<file path="src/core/mbg_consts.vh">
// mbg_consts.vh - constants for the request checker and exception framer
// assumes: included by bare name from core/ design files
`ifndef MBG_CONSTS_VH
`define MBG_CONSTS_VH

// ----------------------------------------------------------------------
// exception codes
// ----------------------------------------------------------------------
`define MBG_EXC_NONE 8'h00
`define MBG_EXC_ILL_FUNC 8'h01
`define MBG_EXC_ILL_ADDR 8'h02
`define MBG_EXC_ILL_VALUE 8'h03
`define MBG_EXC_DEV_FAIL 8'h04
`define MBG_EXC_ACK 8'h05
`define MBG_EXC_BUSY 8'h06
`define MBG_EXC_NAK 8'h07
`define MBG_EXC_PARITY 8'h08
`define MBG_EXC_GW_PATH 8'h0A
`define MBG_EXC_GW_TARGET 8'h0B

// ----------------------------------------------------------------------
// frame fields
// ----------------------------------------------------------------------
`define MBG_EXC_FLAG 8'h80
`define MBG_SLAVE_MIN 8'h01
`define MBG_SLAVE_MAX 8'hF7
`define MBG_FRAME_BYTES 3'h5
`define MBG_POS_SLAVE 3'h0
`define MBG_POS_FUNC 3'h1
`define MBG_POS_CODE 3'h2
`define MBG_POS_CRC_LO 3'h3
`define MBG_POS_CRC_HI 3'h4
`define MBG_CRC_INIT 16'hFFFF
`define MBG_CRC_POLY 16'hA001

// ----------------------------------------------------------------------
// profiles and factory passwords
// ----------------------------------------------------------------------
`define MBG_NUM_PROFILES 4
`define MBG_PW_ADMIN 32'h30303030
`define MBG_PW_SERVICES 32'h31313131
`define MBG_PW_ENGINEER 32'h32323232
`define MBG_PW_OPERATOR 32'h33333333

`endif

</file>
<file path="src/core/mbg_crc16.v">
// mbg_crc16.v - byte-wide crc16 update, reflected polynomial
// assumes: one byte folded per clock when enabled, same clock as caller
`timescale 1ns/1ns
`default_nettype none
`include "mbg_consts.vh"

module mbg_crc16 (
    input wire clock,
    input wire rst,
    input wire init,
    input wire enable,
    input wire [7:0] data,
    output wire [15:0] crc
);

    reg [15:0] crc_reg;
    reg [15:0] crc_next;
    integer i;

    // ------------------------------------------------------------------
    // eight shift steps per byte
    // ------------------------------------------------------------------
    always @* begin
        crc_next = crc_reg ^ {8'h00, data};
        for (i = 0; i < 8; i = i + 1) begin
            if (crc_next[0])
                crc_next = (crc_next >> 1) ^ `MBG_CRC_POLY;
            else
                crc_next = crc_next >> 1;
        end
    end

    // state register
    always @(posedge clock) begin
        if (rst || init)
            crc_reg <= `MBG_CRC_INIT;
        else if (enable)
            crc_reg <= crc_next;
    end

    assign crc = crc_reg;

endmodule // mbg_crc16

`default_nettype wire

</file>
<file path="src/core/mbg_guard.v">
// mbg_guard.v - slave-side request checker and exception frame builder
// assumes: a decoded request arrives as one strobe with its fields and
// check flags from the frame receiver; bytes go out through a byte
// handshake to the line transmitter, which adds timing and silence.
//
// exception frame, one byte per handshake:
//   byte 0  slave number of the request
//   byte 1  request function with the top bit set
//   byte 2  exception code
//   byte 3  crc16 low byte
//   byte 4  crc16 high byte
// protection refusals leave as a one-cycle pulse on cmd_refused with a
// code on cmd_error that stands until the next refusal.
// the hardware lock comes from a pad, so it passes two flip-flops;
// a change of the lock needs two clocks before requests see it.
`timescale 1ns/1ns
`default_nettype none
`include "mbg_consts.vh"

module mbg_guard #(
    parameter NUM_PROFILES = `MBG_NUM_PROFILES
) (
    input wire clock,
    input wire rst,
    // request from the frame receiver
    input wire req_valid,
    input wire [7:0] req_slave,
    input wire [7:0] req_func,
    input wire req_comm_error,
    input wire req_func_ok,
    input wire req_state_ok,
    input wire req_addr_ok,
    input wire req_value_ok,
    input wire req_dev_fail,
    input wire req_long,
    input wire req_prog_fail,
    input wire req_parity_err,
    input wire req_gw_path,
    input wire req_gw_target,
    input wire req_intrusive,
    input wire req_write,
    input wire req_struct_ok,
    input wire [NUM_PROFILES-1:0] req_profile_mask,
    input wire [31:0] req_password,
    // protection and password store
    input wire write_lock,
    input wire pw_load,
    input wire [1:0] pw_index,
    input wire [31:0] pw_value,
    input wire busy_in,
    // outcome towards the application
    output reg normal_go,
    output reg cmd_refused,
    output reg [7:0] cmd_error,
    // exception frame byte stream
    output reg tx_valid,
    output reg [7:0] tx_data,
    output reg tx_last,
    input wire tx_ready
);

    // ------------------------------------------------------------------
    // states
    // ------------------------------------------------------------------
    localparam [2:0] ST_IDLE = 3'b001;
    localparam [2:0] ST_SEND = 3'b010;
    localparam [2:0] ST_CRC = 3'b100;

    // refusal codes reported on cmd_error
    localparam [7:0] REF_PASSWORD = 8'h01;
    localparam [7:0] REF_LOCK = 8'h02;
    localparam [7:0] REF_STRUCT = 8'h03;

    reg [2:0] state_reg;
    reg [2:0] state_next;
    reg [7:0] slave_reg;
    reg [7:0] func_reg;
    reg [7:0] code_reg;
    reg [2:0] idx_reg;
    // password match per profile
    wire [NUM_PROFILES-1:0] pw_match;
    wire pw_ok;
    // decoded outcome of the request now offered
    reg [7:0] exc_code;
    reg [7:0] refuse_code;
    reg [7:0] byte_sel;
    // hardware lock after the two synchroniser flops
    reg lock_meta_reg;
    reg lock_sync_reg;
    wire [15:0] crc;
    wire crc_step;

    // ------------------------------------------------------------------
    // helper functions
    // ------------------------------------------------------------------
    // factory password of one profile, four repeated digit characters
    function [31:0] default_pw;
        input integer index;
        begin
            case (index)
                0: default_pw = `MBG_PW_ADMIN;
                1: default_pw = `MBG_PW_SERVICES;
                2: default_pw = `MBG_PW_ENGINEER;
                default: default_pw = `MBG_PW_OPERATOR;
            endcase
        end
    endfunction

    // crc low byte once the code byte is folded in
    // used for the byte after the code, before the crc module folds it
    function [7:0] crc_next_lo;
        input [15:0] c;
        input [7:0] d;
        reg [15:0] t;
        integer j;
        begin
            t = c ^ {8'h00, d};
            for (j = 0; j < 8; j = j + 1)
                t = t[0] ? ((t >> 1) ^ `MBG_CRC_POLY) : (t >> 1);
            crc_next_lo = t[7:0];
        end
    endfunction

    // ------------------------------------------------------------------
    // hardware lock synchroniser, the pad is not on this clock
    // ------------------------------------------------------------------
    // only the second flop is read; the first may go metastable
    always @(posedge clock) begin
        if (rst) begin
            lock_meta_reg <= 1'b0;
            lock_sync_reg <= 1'b0;
        end else begin
            lock_meta_reg <= write_lock;
            lock_sync_reg <= lock_meta_reg;
        end
    end

    // ------------------------------------------------------------------
    // password store, one word per profile, factory defaults on reset
    // ------------------------------------------------------------------
    genvar g;
    generate
        for (g = 0; g < NUM_PROFILES; g = g + 1) begin : gen_pw
            reg [31:0] word_reg;
            always @(posedge clock) begin
                if (rst)
                    word_reg <= default_pw(g);
                else if (pw_load && pw_index == g)
                    word_reg <= pw_value;
            end
            // profile assigned to the command and password equal
            assign pw_match[g] = req_profile_mask[g] && (word_reg == req_password);
        end
    endgenerate

    // any assigned profile with a matching password opens the command
    assign pw_ok = |pw_match;

    // ------------------------------------------------------------------
    // exception code selection, first match wins
    // ------------------------------------------------------------------
    // gateway faults lead: the far target cannot answer at all
    // busy comes next, so the master only has to repeat later
    // then the request fields in frame order, then execution faults
    always @* begin
        exc_code = `MBG_EXC_NONE;
        if (req_gw_target)
            exc_code = `MBG_EXC_GW_TARGET;
        else if (req_gw_path)
            exc_code = `MBG_EXC_GW_PATH;
        else if (busy_in)
            exc_code = `MBG_EXC_BUSY;
        else if (!req_func_ok || !req_state_ok)
            exc_code = `MBG_EXC_ILL_FUNC;
        else if (!req_addr_ok)
            exc_code = `MBG_EXC_ILL_ADDR;
        else if (!req_value_ok)
            exc_code = `MBG_EXC_ILL_VALUE;
        else if (req_parity_err)
            exc_code = `MBG_EXC_PARITY;
        else if (req_dev_fail)
            exc_code = `MBG_EXC_DEV_FAIL;
        else if (req_prog_fail)
            exc_code = `MBG_EXC_NAK;
        else if (req_long)
            exc_code = `MBG_EXC_ACK;
    end

    // ------------------------------------------------------------------
    // request intake and protection decision
    // ------------------------------------------------------------------
    // a request is taken only when intact, for a legal slave number and
    // while no frame is on its way out; anything else leaves no trace
    wire slave_ok = (req_slave >= `MBG_SLAVE_MIN) && (req_slave <= `MBG_SLAVE_MAX);
    wire take = req_valid && !req_comm_error && slave_ok && (state_reg == ST_IDLE);
    wire locked = req_write && req_intrusive && lock_sync_reg;
    wire soft_bad = req_intrusive && (!req_struct_ok || !pw_ok);
    wire exc_hit = (exc_code != `MBG_EXC_NONE);

    // refusal code: hardware lock first, then structure, then password
    always @* begin
        refuse_code = `MBG_EXC_NONE;
        if (locked)
            refuse_code = REF_LOCK;
        else if (!req_struct_ok)
            refuse_code = REF_STRUCT;
        else if (!pw_ok)
            refuse_code = REF_PASSWORD;
    end

    always @(posedge clock) begin
        if (rst) begin
            normal_go <= 1'b0;
            cmd_refused <= 1'b0;
            cmd_error <= 8'h00;
            slave_reg <= 8'h00;
            func_reg <= 8'h00;
            code_reg <= 8'h00;
        end else begin
            normal_go <= 1'b0;
            cmd_refused <= 1'b0;
            if (take) begin
                slave_reg <= req_slave;
                func_reg <= req_func | `MBG_EXC_FLAG;
                code_reg <= exc_code;
                if (!exc_hit) begin
                    if (locked || soft_bad) begin
                        cmd_refused <= 1'b1;
                        cmd_error <= refuse_code;
                    end else begin
                        normal_go <= 1'b1;
                    end
                end
            end
        end
    end

    // ------------------------------------------------------------------
    // frame sequencer
    // ------------------------------------------------------------------
    always @* begin
        state_next = state_reg;
        case (state_reg)
            ST_IDLE: begin
                if (take && exc_code != `MBG_EXC_NONE)
                    state_next = ST_SEND;
            end
            ST_SEND: begin
                if (tx_valid && tx_ready && idx_reg == 3'h2)
                    state_next = ST_CRC;
            end
            ST_CRC: begin
                if (tx_valid && tx_ready && tx_last)
                    state_next = ST_IDLE;
            end
            default: state_next = ST_IDLE;
        endcase
    end

    // byte that follows the one now on offer
    always @* begin
        case (idx_reg)
            `MBG_POS_SLAVE: byte_sel = func_reg;
            `MBG_POS_FUNC: byte_sel = code_reg;
            `MBG_POS_CODE: byte_sel = crc_next_lo(crc, tx_data);
            `MBG_POS_CRC_LO: byte_sel = crc[15:8];
            default: byte_sel = slave_reg;
        endcase
    end

    // crc folds each header byte as it leaves
    // the slave, function and code bytes; the crc bytes are not folded
    assign crc_step = tx_valid && tx_ready && (idx_reg < 3'h3);

    mbg_crc16 u_crc (
        .clock(clock),
        .rst(rst),
        .init(state_reg == ST_IDLE),
        .enable(crc_step),
        .data(tx_data),
        .crc(crc)
    );

    // output stage, index advance on handshake
    // a byte stays on tx_data until the transmitter takes it; the crc
    // module clears itself whenever the sequencer rests in idle
    always @(posedge clock) begin
        if (rst) begin
            state_reg <= ST_IDLE;
            idx_reg <= 3'h0;
            tx_valid <= 1'b0;
            tx_data <= 8'h00;
            tx_last <= 1'b0;
        end else begin
            state_reg <= state_next;
            if (state_reg == ST_IDLE) begin
                idx_reg <= 3'h0;
                tx_valid <= 1'b0;
                tx_last <= 1'b0;
                if (state_next == ST_SEND) begin
                    tx_valid <= 1'b1;
                    tx_data <= req_slave;
                end
            end else if (tx_valid && tx_ready) begin
                if (tx_last) begin
                    tx_valid <= 1'b0;
                    tx_last <= 1'b0;
                    idx_reg <= 3'h0;
                end else begin
                    idx_reg <= idx_reg + 3'h1;
                    tx_valid <= 1'b1;
                    tx_last <= (idx_reg + 3'h1 == `MBG_FRAME_BYTES - 3'h1);
                    tx_data <= byte_sel;
                end
            end else begin
                tx_data <= (idx_reg == 3'h0) ? slave_reg : tx_data;
            end
        end
    end

    // slave idles silently after bad frames; master timeout covers it
    // nothing here waits on the master, so a lost reply cannot stall
    // the guard: the next intact request is taken as usual

endmodule // mbg_guard

`default_nettype wire

</file>
<file path="config.mk">
export PLATFORM = sky130hd
export DESIGN_NAME = mbg_guard
export DESIGN_NICKNAME = d
export VERILOG_FILES = /design/src/core/mbg_crc16.v /design/src/core/mbg_guard.v
export VERILOG_INCLUDE_DIRS = /design/src /design/src/core
export SDC_FILE = /design/constraint.sdc
export NUM_CORES = 1
export LEC_CHECK = 0
export ABC_AREA = 1
export BUFFER_PORTS_ARGS = -buffer_cell sky130_fd_sc_hd__buf_2
export CORE_AREA = 3 3 160 162
export DETAILED_ROUTE_END_ITERATION = 8
export DIE_AREA = 0 0 163 165
export GPL_TIMING_DRIVEN = 0
export PLACE_DENSITY = 0.57
export SYNTH_ARGS = -nofsm -noshare
export SYNTH_HDL_FRONTEND = slang
export SYNTH_HIERARCHICAL = 1
export SYNTH_SLANG_ARGS = --single-unit
</file>
<file path="constraint.sdc">
create_clock -name clock -period 4.4 [get_ports clock]
set_clock_uncertainty 0.15 [all_clocks]
set_input_delay 0.44 -clock clock [delete_from_list [all_inputs] [get_ports clock]]
set_output_delay 0.44 -clock clock [all_outputs]
set_load 0.03 [all_outputs]
</file>
==> results_dict.tcl <==
set metrics [dict create \
    status "finished, final reports clean" \
    path_clk_slew_ns 0.08 \
    cts_buffers 17 \
    pre_cts_slack_ns 1.743 \
    final_cells 1964 \
    cellLeakagePower_uw 0.005280 \
    maxCapViolCount 0 \
    yosys.area.top_type_share_pct 38.60 \
    avgViaCountPerCell 5.187 \
    grt_pass1_wl_um 55310 \
    clock_path_buffers 2 \
    dr_total_vias 10188 \
    slowest_delay_ns 0.42 \
    maxSlewHeadroom_pct 38.56 \
    drt_first_pass_iters 5 \
    critPathKind "reg2reg" \
    fin_util_pct 46.50 \
    cts_root_buf "clkbuf_16" \
    wl_um 36900 \
    peakVddDrop_uv 196.8 \
    synth_warnings 6 \
    dieArea_mm2 0.02690 \
    io_pins 127 \
    crit_end "u_crc/crc[14]$_SDFFE_PP1P_" \
    ff2ff_path_depth 8 \
    die_h_um 165 \
    hold_class "in2reg" \
    reg2reg_slack_ns 1.90 \
    path_cells "nand2_1, nor2_2, inv_2, a21oi_1, inv_1, clkbuf_1, a21oi_1, o21ai_0" \
    ys_seq_elements 186 \
    ys_seq_area_share_pct 38.60 \
    hold_viol 0 \
    area_delta_synth_final_pct 16.89 \
    critPathLaunchType "flip-flop" \
    rows 57 \
    required_ns 4.56 \
    post-route-period-util_pct 56.75 \
    maxSlewViolCount 0 \
    place_inst 1932 \
    place_hpwl_um 27840 \
    holdWs_ns 0.05287 \
    crit_fanout 10 \
    layout_setup_ws_ns 1.903 \
    period_minus_slack_ns 2.497 \
    synthCells 1485 \
    post_cts_buffers 0 \
    drive_above_1_share_pct 13.12 \
    r2r_end "u_crc/crc[14]$_SDFFE_PP1P_" \
    startpoint "tx_valid$_SDFFE_PP0P_" \
    setup_viol 0 \
    nNetsFinal 1740 \
    grt_antenna_before_repair 6 \
    cts_tree "yes" \
    cts.sinks 186 \
    drc_errors 0 \
    gp_congestion 0.9110 \
    io_buffers 118 \
    synthDistinctLibCells 43 \
    setup-tns-final_ns 0 \
    first_iter_violations 770 \
    die_x_um 163 \
    grt.overflow.total 0 \
    max_freq_ghz 0.4005 \
    reg2reg_from "tx_valid$_SDFFE_PP0P_" \
    crit_path_end_kind "flip-flop" \
    worst_pin_slew_ns 0.9216 \
    grt_use_total_pct 27.49 \
    rsz0062_at_grt "false" \
    synth_top_cell_by_area "dfxtp_1" \
    cpMostUsedCell "a21oi_1" \
    worstSkewPairLatency_ns 0.44 \
    slowest_stage "nor2_2" \
    largest_reg_flops 128 \
    netlist_area_mm2 0.009647 \
    cts_resized 0 \
    wl_per_cell_um 18.79 \
    start_util_pct 39.78 \
    cts_hold_buf 0 \
    syn_area_per_cell_um2 6.496 \
    power.density_mw_per_mm2 383.0 \
    cp.arrival_ns 2.65 \
    core_mm2 0.02425 \
    synth_area_leaders "dfxtp_1, nand2_1, o21ai_0, nor2_1, inv_1" \
    grt_pass1_vias 9582 \
    htreeDepth 4 \
    grt_max_degree 17 \
    ant_nets 0 \
]
-- metrics by stage --
stage	instance area, µm²	power [µW]
4_1_cts	11270	4319
3_5_place_dp	10660	2689
6_report	11280	4319
5_1_grt	11270	4496
2_1_floorplan	9666	2387
3_3_place_gp	10660	2680
-- routing by layer --
| metal | up-vias | part of all wire (%) | wire (µm) | global-route usage [%] |
|---|---|---|---|---|
| met1 | 4624 | 42 | 15350 | 34.22 |
| met2 | 421 | 47 | 17270 | 46.13 |
| met4 | 10 | 4.8 | 1786 | 13.23 |
| met5 | - | 0.18 | 67 | 0 |
| met3 | 102 | 6.6 | 2432 | 4.866 |
| li1 | 5031 | - | - | - |
-- cells in the final DEF (no fill, tap or decap), types with 3 or more instances in the layout --
cell       Yosys  layout
nand4_1        9       9
clkbuf_16      0      17
a21oi_1      100     100
or2_0          3       3
inv_2         31      31
o211ai_1      29      29
or2_1          4       4
nand2_1      418     418
conb_1         1       6
bufinv_16      0       3
a31oi_1        3       3
nand3_1       71      71
xor2_1        14      14
o21ai_1       32      32
clkbuf_8       0       3
buf_4         12      12
buf_2          4     122
nor2_1       172     172
nand3b_1       5       5
xnor2_1       25      25
dfxtp_1      186     186
nor2_2         3       3
o21ai_0      140     140
inv_1        135     135
ha_1           6       6
clkbuf_1      44      45
clkinv_1       5       5
nor3_1         5       5
nand2_2        6       6
-- cell type report --
type | count | area [µm²]
diodes | 1 | 2.502
plain buffers | 63 | 294.0
clock buffers | 21 | 470.5
clock inverters | 10 | 141.4
fillers | 2613 | 12970
inverters | 171 | 641.9
multi-input cells | 1070 | 5006
flip-flops and latches | 186 | 3724
well taps | 324 | 405.4
repair buffers | 118 | 590.6
-- critical path: cells and delay by family, from the launching register on --
kind / cells / cell delay, ns
DFF: 1 / 0.35
and+or+nand+nor: 2 / 0.65
AOI/OAI and AO/OA: 3 / 0.65
buffers and inverters: 3 / 0.56
-- worst min-delay path by stage --
stage | from | depth (start not counted) | to
final | write_lock | 3 | lock_meta_reg$_SDFF_PP0_
after global routing | write_lock | 3 | lock_meta_reg$_SDFF_PP0_
after CTS | write_lock | 3 | lock_meta_reg$_SDFF_PP0_
after detailed placement | lock_meta_reg$_SDFF_PP0_ | 2 | lock_sync_reg$_SDFF_PP0_
after global placement | lock_meta_reg$_SDFF_PP0_ | 2 | lock_sync_reg$_SDFF_PP0_
after floorplan | lock_meta_reg$_SDFF_PP0_ | 2 | lock_sync_reg$_SDFF_PP0_
-- power breakdown --
part / internal [µW] / switching (µW) / total (µW)
combinational: 262 / 554 / 816
sequential: 1780 / 70.1 / 1850
clock: 940 / 715 / 1660
total: 2980 / 1340 / 4320
-- kinds of logic after synthesis --
kind of cell / after synthesis / share of synthesized area (%)
and+or+nand+nor: 704 / 29.69
xor gates and xnor gates: 41 / 3.878
buffers and inverters: 234 / 9.702
other: 1 / 0.03887
adders and majority gates: 6 / 0.7782
DFF: 186 / 38.60
AOI/OAI and AO/OA: 313 / 17.32
-- synth_stat cells (all sizes together) --
cell type / n
a31oi: 3
buf: 19
dfxtp: 186
a32o: 1
a221oi: 2
o31ai: 1
a21oi: 101
or2: 8
nor4: 1
nand4: 9
o22ai: 2
clkinv: 5
inv: 166
ha: 6
clkbuf: 44
nand2: 425
conb: 1
a2111oi: 1
nand3: 73
o21ai: 172
a211oi: 1
xor2: 15
nand3b: 5
nor2: 176
o211ai: 29
xnor2: 26
nor3: 7
No activity file was read; power rests on OpenSTA's default activity.
